### config.mk
export PLATFORM = sky130hd
export DESIGN_NAME = tnsg_top
export DESIGN_NICKNAME = d
export VERILOG_FILES = /design/src/core/tnsg_pkg.sv /design/src/core/tnsg_tone.sv /design/src/core/tnsg_top.sv
export SDC_FILE = /design/constraint.sdc
export NUM_CORES = 1
export LEC_CHECK = 0
export BUFFER_PORTS_ARGS = -buffer_cell sky130_fd_sc_hd__buf_2
export CAP_MARGIN = 20
export CORE_MARGIN = 3
export CORE_UTILIZATION = 45
export DETAILED_ROUTE_END_ITERATION = 10
export SYNTH_ARGS = -nofsm -noshare
export SYNTH_HDL_FRONTEND = slang
export SYNTH_SLANG_ARGS = --single-unit
### constraint.sdc
create_clock -name CLOCK -period 2.58 [get_ports CLOCK]
set_input_delay 0.774 -clock CLOCK [delete_from_list [all_inputs] [get_ports CLOCK]]
set_output_delay 0.774 -clock CLOCK [all_outputs]
set_load 0.01 [all_outputs]
### src/core/tnsg_pkg.sv
// Purpose: Shared constants and types for the tone and noise sound generator.
// Assumes: One reference clock; the host writes bytes over an 8-bit bus with chip and write enables.
// Notes: Destination codes follow the three-bit select field of a first byte.
package tnsg_pkg;
  // Destination select codes carried in bits 6 to 4 of a first byte.
  localparam logic [2:0] TNSG_SEL_TONE1_PERIOD = 3'h0;
  localparam logic [2:0] TNSG_SEL_TONE1_VOLUME = 3'h1;
  localparam logic [2:0] TNSG_SEL_TONE2_PERIOD = 3'h2;
  localparam logic [2:0] TNSG_SEL_TONE2_VOLUME = 3'h3;
  localparam logic [2:0] TNSG_SEL_TONE3_PERIOD = 3'h4;
  localparam logic [2:0] TNSG_SEL_TONE3_VOLUME = 3'h5;
  localparam logic [2:0] TNSG_SEL_NOISE_SETUP = 3'h6;
  localparam logic [2:0] TNSG_SEL_NOISE_VOLUME = 3'h7;
  // Byte field positions.
  localparam int TNSG_FIRST_FLAG_BIT = 7;
  localparam int TNSG_SEL_LSB = 4;
  localparam int TNSG_FEEDBACK_BIT = 2;
  // Reset values.
  localparam logic [3:0] TNSG_VOLUME_OFF = 4'hf;
  localparam logic [9:0] TNSG_PERIOD_RESET = 10'h000;
  localparam logic [2:0] TNSG_NOISE_SETUP_RESET = 3'h0;
  localparam logic [14:0] TNSG_LFSR_SEED = 15'h4000;
  // Timing: reference prescale and noise rate dividers, in reference clocks.
  localparam int TNSG_TONE_PRESCALE = 16;
  localparam int TNSG_NOISE_DIV0 = 512;
  localparam int TNSG_NOISE_DIV1 = 1024;
  localparam int TNSG_NOISE_DIV2 = 2048;
  localparam int TNSG_LOAD_CYCLES = 32;
  // Noise rate codes.
  localparam logic [1:0] TNSG_RATE_TONE3 = 2'h3;
  // Write sequencer states.
  typedef enum logic [2:0]
  {
    TNSG_IDLE = 3'b001,
    TNSG_LOAD = 3'b010,
    TNSG_DONE = 3'b100
  } tnsg_wstate_t;
endpackage : tnsg_pkg

### src/core/tnsg_tone.sv
// Purpose: One square-wave tone channel with a reloading half-period down-counter.
// Assumes: tick_i pulses once every sixteen reference clocks.
// Notes: A zero period toggles on every tick, the fastest possible tone.
module tnsg_tone
(
  input wire logic clk_i,
  input wire logic rst_i,
  input wire logic ce_i,
  input wire logic tick_i,
  input wire logic [9:0] period_i,
  output logic level_o,
  output logic borrow_o
);
  typedef struct packed
  {
    logic [9:0] count;
    logic level;
  } tnsg_tone_t;

  tnsg_tone_t st_q;
  tnsg_tone_t st_d;

  // Count down each tick; at one (or zero) toggle the output and reload.
  always_comb
  begin
    st_d = st_q;
    borrow_o = 1'b0;
    if (tick_i)
    begin
      if (st_q.count == 10'h000 || st_q.count == 10'h001)
      begin
        borrow_o = 1'b1;
        st_d.level = ~st_q.level;
        st_d.count = period_i;
      end
      else
      begin
        st_d.count = st_q.count - 10'h001;
      end
    end
  end

  // State register, frozen while the clock enable is low.
  always_ff @(posedge clk_i)
  begin
    if (rst_i)
    begin
      st_q <= '0;
    end
    else if (ce_i)
    begin
      st_q <= st_d;
    end
  end

  assign level_o = st_q.level;
endmodule : tnsg_tone

### src/core/tnsg_top.sv
// Purpose: Three tone channels, one noise channel, per-channel attenuation and a summed output.
// Assumes: Chip enable, write enable and data arrive from outside and are synchronised here.
// Notes: Registers are write-only; output level is a digital sum, not an analog voltage.
// Functional notes
// - Each tone counter reloads its 10-bit half period and counts down every sixteen clocks.
// - Counter reaching one (or sitting at zero) toggles the tone output and reloads the period.
// - Tone output frequency is the clock over thirty-two times the period.
// - Period bit 9 is most significant, bit 0 least significant.
// - Volume bits weigh 2, 4, 8 and 16 dB from low to high; the code instead subtracts the volume code linearly from 15.
// - Weights add up to 30 dB; all four set silences the channel.
// - Noise uses an XOR-feedback shift register that cannot stick at zero.
// - Feedback select zero gives periodic noise, one gives white noise.
// - Any write to the noise setup register reloads the shift register with its seed.
// - Rate field picks clock over 512, 1024, 2048, or the tone 3 output.
// - Output sums the three attenuated tones and the attenuated noise.
// - Period updates take two bytes, volume and noise setup one, over eight lines.
// - Last selected destination is latched; data-only bytes update its upper six bits when it is a tone period.
// - Eight write-only registers; first byte carries a three-bit destination field.
// - Codes 0 to 5 alternate tone period and volume; 6 noise setup; 7 noise volume.
// - First byte: bit 7 set, select 6..4, data 3..0; second: bit 7 clear, data 5..0.
// - Noise setup byte: bit 2 feedback select, bits 1..0 rate, bit 3 unused.
// - Ready drops once chip enable has passed the synchroniser and returns after 32 clocks.
module tnsg_top
#(
  parameter int LOAD_CYCLES = tnsg_pkg::TNSG_LOAD_CYCLES
)
(
  input wire logic CLOCK,
  input wire logic RESET,
  input wire logic CLOCK_EN,
  input wire logic CHIP_EN_N,
  input wire logic WRITE_EN_N,
  input wire logic [7:0] DATA,
  output logic READY_O,
  output logic READY_OE_N,
  output logic [5:0] AUDIO
);
  typedef struct packed
  {
    logic [2:0] ce_sync;
    logic [2:0] we_sync;
    logic [7:0] data_s1;
    logic [7:0] data_s2;
    tnsg_pkg::tnsg_wstate_t wstate;
    logic [5:0] load_cnt;
    logic [7:0] byte_held;
    logic [2:0] dest;
    logic [2:0][9:0] period;
    logic [3:0][3:0] volume;
    logic [2:0] noise_setup;
    logic [14:0] lfsr;
    logic [10:0] prediv;
    logic tone3_prev;
    logic noise_level;
    logic [5:0] audio;
  } tnsg_state_t;

  tnsg_state_t st_q;
  tnsg_state_t st_d;

  logic [2:0] tone_level;
  logic tone_tick;
  logic [3:0] chan_on;
  logic [3:0][3:0] chan_amp;

  // Shared prescale of sixteen reference clocks for all tone counters.
  assign tone_tick = (st_q.prediv[3:0] == 4'hf);

  // One tone channel per generate entry.
  genvar g;
  generate
    for (g = 0; g < 3; g++)
    begin : g_tone
      tnsg_tone u_tone
      (
        .clk_i(CLOCK),
        .rst_i(RESET),
        .ce_i(CLOCK_EN),
        .tick_i(tone_tick),
        .period_i(st_q.period[g]),
        .level_o(tone_level[g]),
        .borrow_o()
      );
    end
  endgenerate

  // Channel amplitude: full scale 15 minus the volume code, zero when off.
  always_comb
  begin
    chan_on = {st_q.noise_level, tone_level};
    for (int i = 0; i < 4; i++)
    begin
      if (st_q.volume[i] == tnsg_pkg::TNSG_VOLUME_OFF || !chan_on[i])
      begin
        chan_amp[i] = 4'h0;
      end
      else
      begin
        chan_amp[i] = 4'hf - st_q.volume[i];
      end
    end
  end

  // Next-state logic for the host port, register file, noise source and mixer.
  always_comb
  begin
    logic ce_act;
    logic we_act;
    logic write_now;
    logic shift_now;
    logic fb_bit;
    logic [1:0] rate;
    logic [2:0] sel;
    st_d = st_q;
    ce_act = 1'b0;
    we_act = 1'b0;
    write_now = 1'b0;
    shift_now = 1'b0;
    fb_bit = 1'b0;
    rate = 2'h0;
    sel = 3'h0;
    // Three-stage synchronisers; an assertion counts once stages two and three agree.
    st_d.ce_sync = {st_q.ce_sync[1:0], ~CHIP_EN_N};
    st_d.we_sync = {st_q.we_sync[1:0], ~WRITE_EN_N};
    st_d.data_s1 = DATA;
    st_d.data_s2 = st_q.data_s1;
    ce_act = st_q.ce_sync[1] & st_q.ce_sync[2];
    we_act = st_q.we_sync[1] & st_q.we_sync[2];
    // Write sequencer: capture byte, hold ready low for the load time, then apply it.
    case (st_q.wstate)
      tnsg_pkg::TNSG_IDLE:
      begin
        // Idle is only re-entered after the strobe is seen released, so a level test is enough here.
        if (ce_act && we_act)
        begin
          st_d.byte_held = st_q.data_s2;
          st_d.load_cnt = 6'h00;
          st_d.wstate = tnsg_pkg::TNSG_LOAD;
        end
      end
      tnsg_pkg::TNSG_LOAD:
      begin
        st_d.load_cnt = st_q.load_cnt + 6'h01;
        if (st_q.load_cnt == 6'(LOAD_CYCLES - 2))
        begin
          write_now = 1'b1;
          st_d.wstate = tnsg_pkg::TNSG_DONE;
        end
      end
      tnsg_pkg::TNSG_DONE:
      begin
        // Wait for the strobe to be released so a long strobe writes only once.
        if (!(ce_act && we_act))
        begin
          st_d.wstate = tnsg_pkg::TNSG_IDLE;
        end
      end
      default:
      begin
        st_d.wstate = tnsg_pkg::TNSG_IDLE;
      end
    endcase
    // Register file update.
    sel = st_q.dest;
    if (write_now)
    begin
      if (st_q.byte_held[tnsg_pkg::TNSG_FIRST_FLAG_BIT])
      begin
        sel = st_q.byte_held[6:4];
        st_d.dest = sel;
        case (sel)
          tnsg_pkg::TNSG_SEL_TONE1_PERIOD, tnsg_pkg::TNSG_SEL_TONE2_PERIOD, tnsg_pkg::TNSG_SEL_TONE3_PERIOD:
          begin
            st_d.period[sel[2:1]][3:0] = st_q.byte_held[3:0];
          end
          tnsg_pkg::TNSG_SEL_NOISE_SETUP:
          begin
            st_d.noise_setup = st_q.byte_held[2:0];
            st_d.lfsr = tnsg_pkg::TNSG_LFSR_SEED;
          end
          default:
          begin
            st_d.volume[sel[2:1]] = st_q.byte_held[3:0];
          end
        endcase
      end
      else if (!sel[0] && sel != tnsg_pkg::TNSG_SEL_NOISE_SETUP)
      begin
        st_d.period[sel[2:1]][9:4] = st_q.byte_held[5:0];
      end
    end
    // Noise shift clock: fixed dividers or the rising edge of tone 3.
    st_d.prediv = st_q.prediv + 11'h001;
    st_d.tone3_prev = tone_level[2];
    rate = st_q.noise_setup[1:0];
    case (rate)
      2'h0: shift_now = (st_q.prediv[8:0] == 9'h1ff);
      2'h1: shift_now = (st_q.prediv[9:0] == 10'h3ff);
      2'h2: shift_now = (st_q.prediv == 11'h7ff);
      default: shift_now = tone_level[2] & ~st_q.tone3_prev;
    endcase
    if (shift_now && !(write_now && sel == tnsg_pkg::TNSG_SEL_NOISE_SETUP))
    begin
      if (st_q.noise_setup[tnsg_pkg::TNSG_FEEDBACK_BIT])
      begin
        fb_bit = st_q.lfsr[0] ^ st_q.lfsr[1];
      end
      else
      begin
        fb_bit = st_q.lfsr[0];
      end
      st_d.lfsr = {fb_bit, st_q.lfsr[14:1]};
      if (st_d.lfsr == 15'h0000)
      begin
        st_d.lfsr = tnsg_pkg::TNSG_LFSR_SEED;
      end
      st_d.noise_level = st_q.lfsr[0];
    end
    // Mixer: digital sum of four channel amplitudes.
    st_d.audio = 6'(chan_amp[0]) + 6'(chan_amp[1]) + 6'(chan_amp[2]) + 6'(chan_amp[3]);
  end

  // State register; the reset value makes every channel silent.
  always_ff @(posedge CLOCK)
  begin
    if (RESET)
    begin
      st_q <= '0;
      st_q.wstate <= tnsg_pkg::TNSG_IDLE;
      st_q.period <= {3{tnsg_pkg::TNSG_PERIOD_RESET}};
      st_q.volume <= {4{tnsg_pkg::TNSG_VOLUME_OFF}};
      st_q.noise_setup <= tnsg_pkg::TNSG_NOISE_SETUP_RESET;
      st_q.lfsr <= tnsg_pkg::TNSG_LFSR_SEED;
    end
    else if (CLOCK_EN)
    begin
      st_q <= st_d;
    end
  end

  // Ready is open collector: pulled low from synchronised chip enable until the load is done.
  always_comb
  begin
    READY_O = 1'b0;
    READY_OE_N = ~((st_q.ce_sync[1] & st_q.ce_sync[2]) && st_q.wstate != tnsg_pkg::TNSG_DONE);
  end

  assign AUDIO = st_q.audio;
endmodule : tnsg_top

==> flow_summary.ini <==
[job]
drv_cap = 0

[global_route]
grt.overflow.total = 0
grt_pass1_wl_um = 26900
grtUsageTotal_pct = 18.4
grt_max_degree = 69
antenna_found_initial = 0
grt_pass1_vias = 5592

[synth]
yosysUniqueCellTypes = 68
synth_area_um2 = 7300
synth_seq_area_share_pct = 43.3
synth_edf_count = 0
synth_seq_cells = 158
syn_nets = 844
ys.flop_type = dfxtp_1
synth_area_per_cell_um2 = 9.03
async_flop_share_pct = 0
synth_cells = 808
ys_warn_count = 0

[floorplanning]
core.rowCount = 45
core_area_um2 = 15500
fp.dieW_um = 133
io_pins = 21
die_height_um = 133
start_util_pct = 47.0
die_area_um2 = 17800

[sta]
fin_setup_tns_ns = -0.0481
relSlewSlack_pct = 55.0
fmax_ghz = 0.382
finalCritPeriodShare_pct = 101
skew_ns = 0.00850
finalHoldViolCount = 0
fin_crit_ns = 2.61
tightestPinTransition_ns = 0.674
rsz0062_at_grt = true
setup_violations = 2
fin_ws_ns = -0.0347
slew_viol_final = 0

[clock_network]
cts-root-buf = clkbuf_16
clk_latency_ns = 0.42
clk_pin_slew_ns = 0.06
numClockSinks = 158
ctsLongestPathBuffers = 2
cts_buffers = 17
cts_tree = built
ctsHtreeMaxLevel = 4

[power_and_ir_drop]
swShare_pct = 22.0
pwr-share-clk_pct = 48.7
ir_drop_v = 0.000619
power.leakage_nw = 3.41
pwr-share-seq_pct = 48.7
powerDensity_nw_per_um2 = 608
combPwrFrac_pct = 2.6
intPower_mw = 3.96
p_switching_mw = 1.12

[hold_path]
hp-start = st_q[50]$_SDFFE_PP1P_
hp-class = reg2reg

[placement]
gp_congestion = 0.791
dpl_cell_area_um2 = 7710
numPortBuffers = 19
hpwl_um = 10900

[worst_setup_path]
cp-start-kind = flop
critPathCaptureType = flop
critPathMaxFanout = 5
r2r-start = g_tone[1].u_tone.level_o$_SDFFE_PP0P_
cp_data_arrival_time_ns = 2.95
crit_start = g_tone[1].u_tone.level_o$_SDFFE_PP0P_
worst-setup-path-type = reg2reg
required_ns = 2.91

[detailed_routing]
via_per_inst = 5.41
wl_per_cell_um = 15.0
routed_wl_um = 15900
via_count = 5727
drt_iter0_drc = 364
ant_nets = 0
drc_errors = 0
firstDrtPassIters = 5

[layout]
antenna_cells = 0
area_delta_synth_final_pct = 14.5
fillers = 1450
fin_nets = 870
stdcell_area_um2 = 8360
layout-drive-gt1-share_pct = 13.9

[status]
violations = setup timing
status = complete, but fails checks
cells in the final DEF, fill, tap and decap left out, types with 9 or more instances in the layout:
cell type,n
clkbuf_16,17
o21ai_0,19
dfxtp_1,155
buf_2,18
nand3_1,22
a21oi_1,42
inv_1,25
nand2b_1,16
nand4_1,9
xnor2_1,12
mux2i_1,77
nor4_1,12
nor2_1,124
ha_1,14
nor3_1,25
nand2_1,55
buf_4,42
a22o_1,14
critical path: stages, from the launching register on:
cell and delay, ns:
dfxtp_2 0.35, nor2b_2 0.17, fa_1 0.50, inv_1 0.05, fa_1 0.45, buf_4 0.15, fa_2 0.39, nor2b_2 0.16
o21ai_1 0.08, a311oi_1 0.23
layer usage:
layer / vias up / track usage, % / share of wire (%)
li1: 2895 / - / -
met1: 2727 / 24.8 / 49
met2: 82 / 29.4 / 47
met3: 23 / 3.89 / 2.8
met4: 0 / 6.80 / 1.5
met5: - / 0 / 0
metrics by stage:
step           hold WS (ns)  setup WS, ns  total power [mW]  utilization [%]  cells
6_report              0.466       -0.0347              5.08             53.8   1058
5_1_grt               0.506        -0.169              5.26             53.8   1058
4_1_cts               0.473       -0.0313              5.13             53.6   1058
3_5_place_dp          0.457        -0.188              2.66             49.6   1024
3_3_place_gp          0.454       -0.0620              2.65             49.6   1023
2_1_floorplan         0.434       0.00306              2.62                -    808
cell families after synthesis:
group | synth area share (%)
AOI/OAI and AO/OA | 11.8
xor gates and xnor gates | 2.04
adders and majority gates | 4.77
buffers and inverters | 4.65
DFF | 43.3
muxes | 11.8
other | 0.0514
and+or+nand+nor | 21.5
path summary, 6_finish.rpt:
kind                           endpoint  slack, ns  depth (start not counted)
hold / removal    st_q[50]$_SDFFE_PP1P_       0.47                          2
hold reg to reg   st_q[50]$_SDFFE_PP1P_       0.47                          2
setup / recovery  AUDIO[5]$_SDFFE_PP0P_      -0.03                          9
setup reg to reg  AUDIO[5]$_SDFFE_PP0P_      -0.03                          9
state kept, by name (all words and copies together) (netlist names):
| register | flops |
|---|---|
| g_tone.u_tone.level_o | 3 |
| st_q | 106 |
| AUDIO | 6 |
| g_tone.u_tone.st_q | 30 |
| chan_on | 1 |
| st_d | 12 |
power groups by stage:
stage                     logic [mW]  clock network, mW  registers [mW]
after floorplan               0.0952                  0            2.52
after CTS                      0.131               2.53            2.47
after global placement         0.126                  0            2.53
after detailed placement       0.130                  0            2.53
after global routing           0.146               2.64            2.48
final                          0.130               2.48            2.47
repair_timing:
action                                  CTS  global route
gates cloned                              0             0
setup buffers                             2             0
pin swaps                                 7             3
endpoints found under the setup margin    4            17
hold buffers                              0             0
gates resized for setup                   7             7
area by class of cell:
cell class	instances	area (µm²)	share of cell area [%]
repair buffers	60	405	4.85
flip-flops and latches	158	3170	37.9
multi-input cells	571	3840	45.9
inverters	26	97.6	1.17
well taps	211	264	3.16
clock buffers	20	447	5.35
clock inverters	12	139	1.66
cells in the mapped netlist (2+ instances only):
master / count / area share, %
nor3b_1: 3 / 0.31
nand3_1: 22 / 1.5
xor2_1: 5 / 0.60
and4_1: 2 / 0.24
nand4bb_1: 3 / 0.46
nand4_1: 9 / 0.77
a21o_1: 4 / 0.41
a311oi_1: 2 / 0.24
buf_4: 7 / 0.72
a2bb2oi_1: 2 / 0.24
and3_1: 6 / 0.51
clkbuf_1: 31 / 1.6
or4_1: 3 / 0.31
and2_1: 4 / 0.34
a32oi_1: 2 / 0.24
and4b_1: 2 / 0.27
nand4b_1: 3 / 0.36
a22o_1: 14 / 1.7
nor2_1: 124 / 6.4
dfxtp_1: 158 / 43
or3_1: 5 / 0.43
xnor2_1: 12 / 1.4
a21oi_1: 43 / 2.9
o31ai_1: 5 / 0.51
nand2_1: 55 / 2.8
inv_1: 26 / 1.3
o41ai_1: 3 / 0.36
a2111oi_0: 2 / 0.24
mux2_2: 6 / 0.93
nor4_1: 12 / 1.0
nor3_1: 25 / 1.7
buf_1: 7 / 0.36
buf_2: 7 / 0.48
o21ai_0: 20 / 1.4
a31oi_1: 7 / 0.60
a22oi_1: 3 / 0.31
ha_1: 15 / 2.6
fa_1: 8 / 2.2
mux2i_1: 77 / 11
nor2b_1: 9 / 0.77
nand3b_1: 2 / 0.21
nor4b_1: 2 / 0.24
o211ai_1: 4 / 0.41
a211oi_1: 7 / 0.72
nand2b_1: 17 / 1.5
Note: power is estimated with default switching activity, not from simulation.
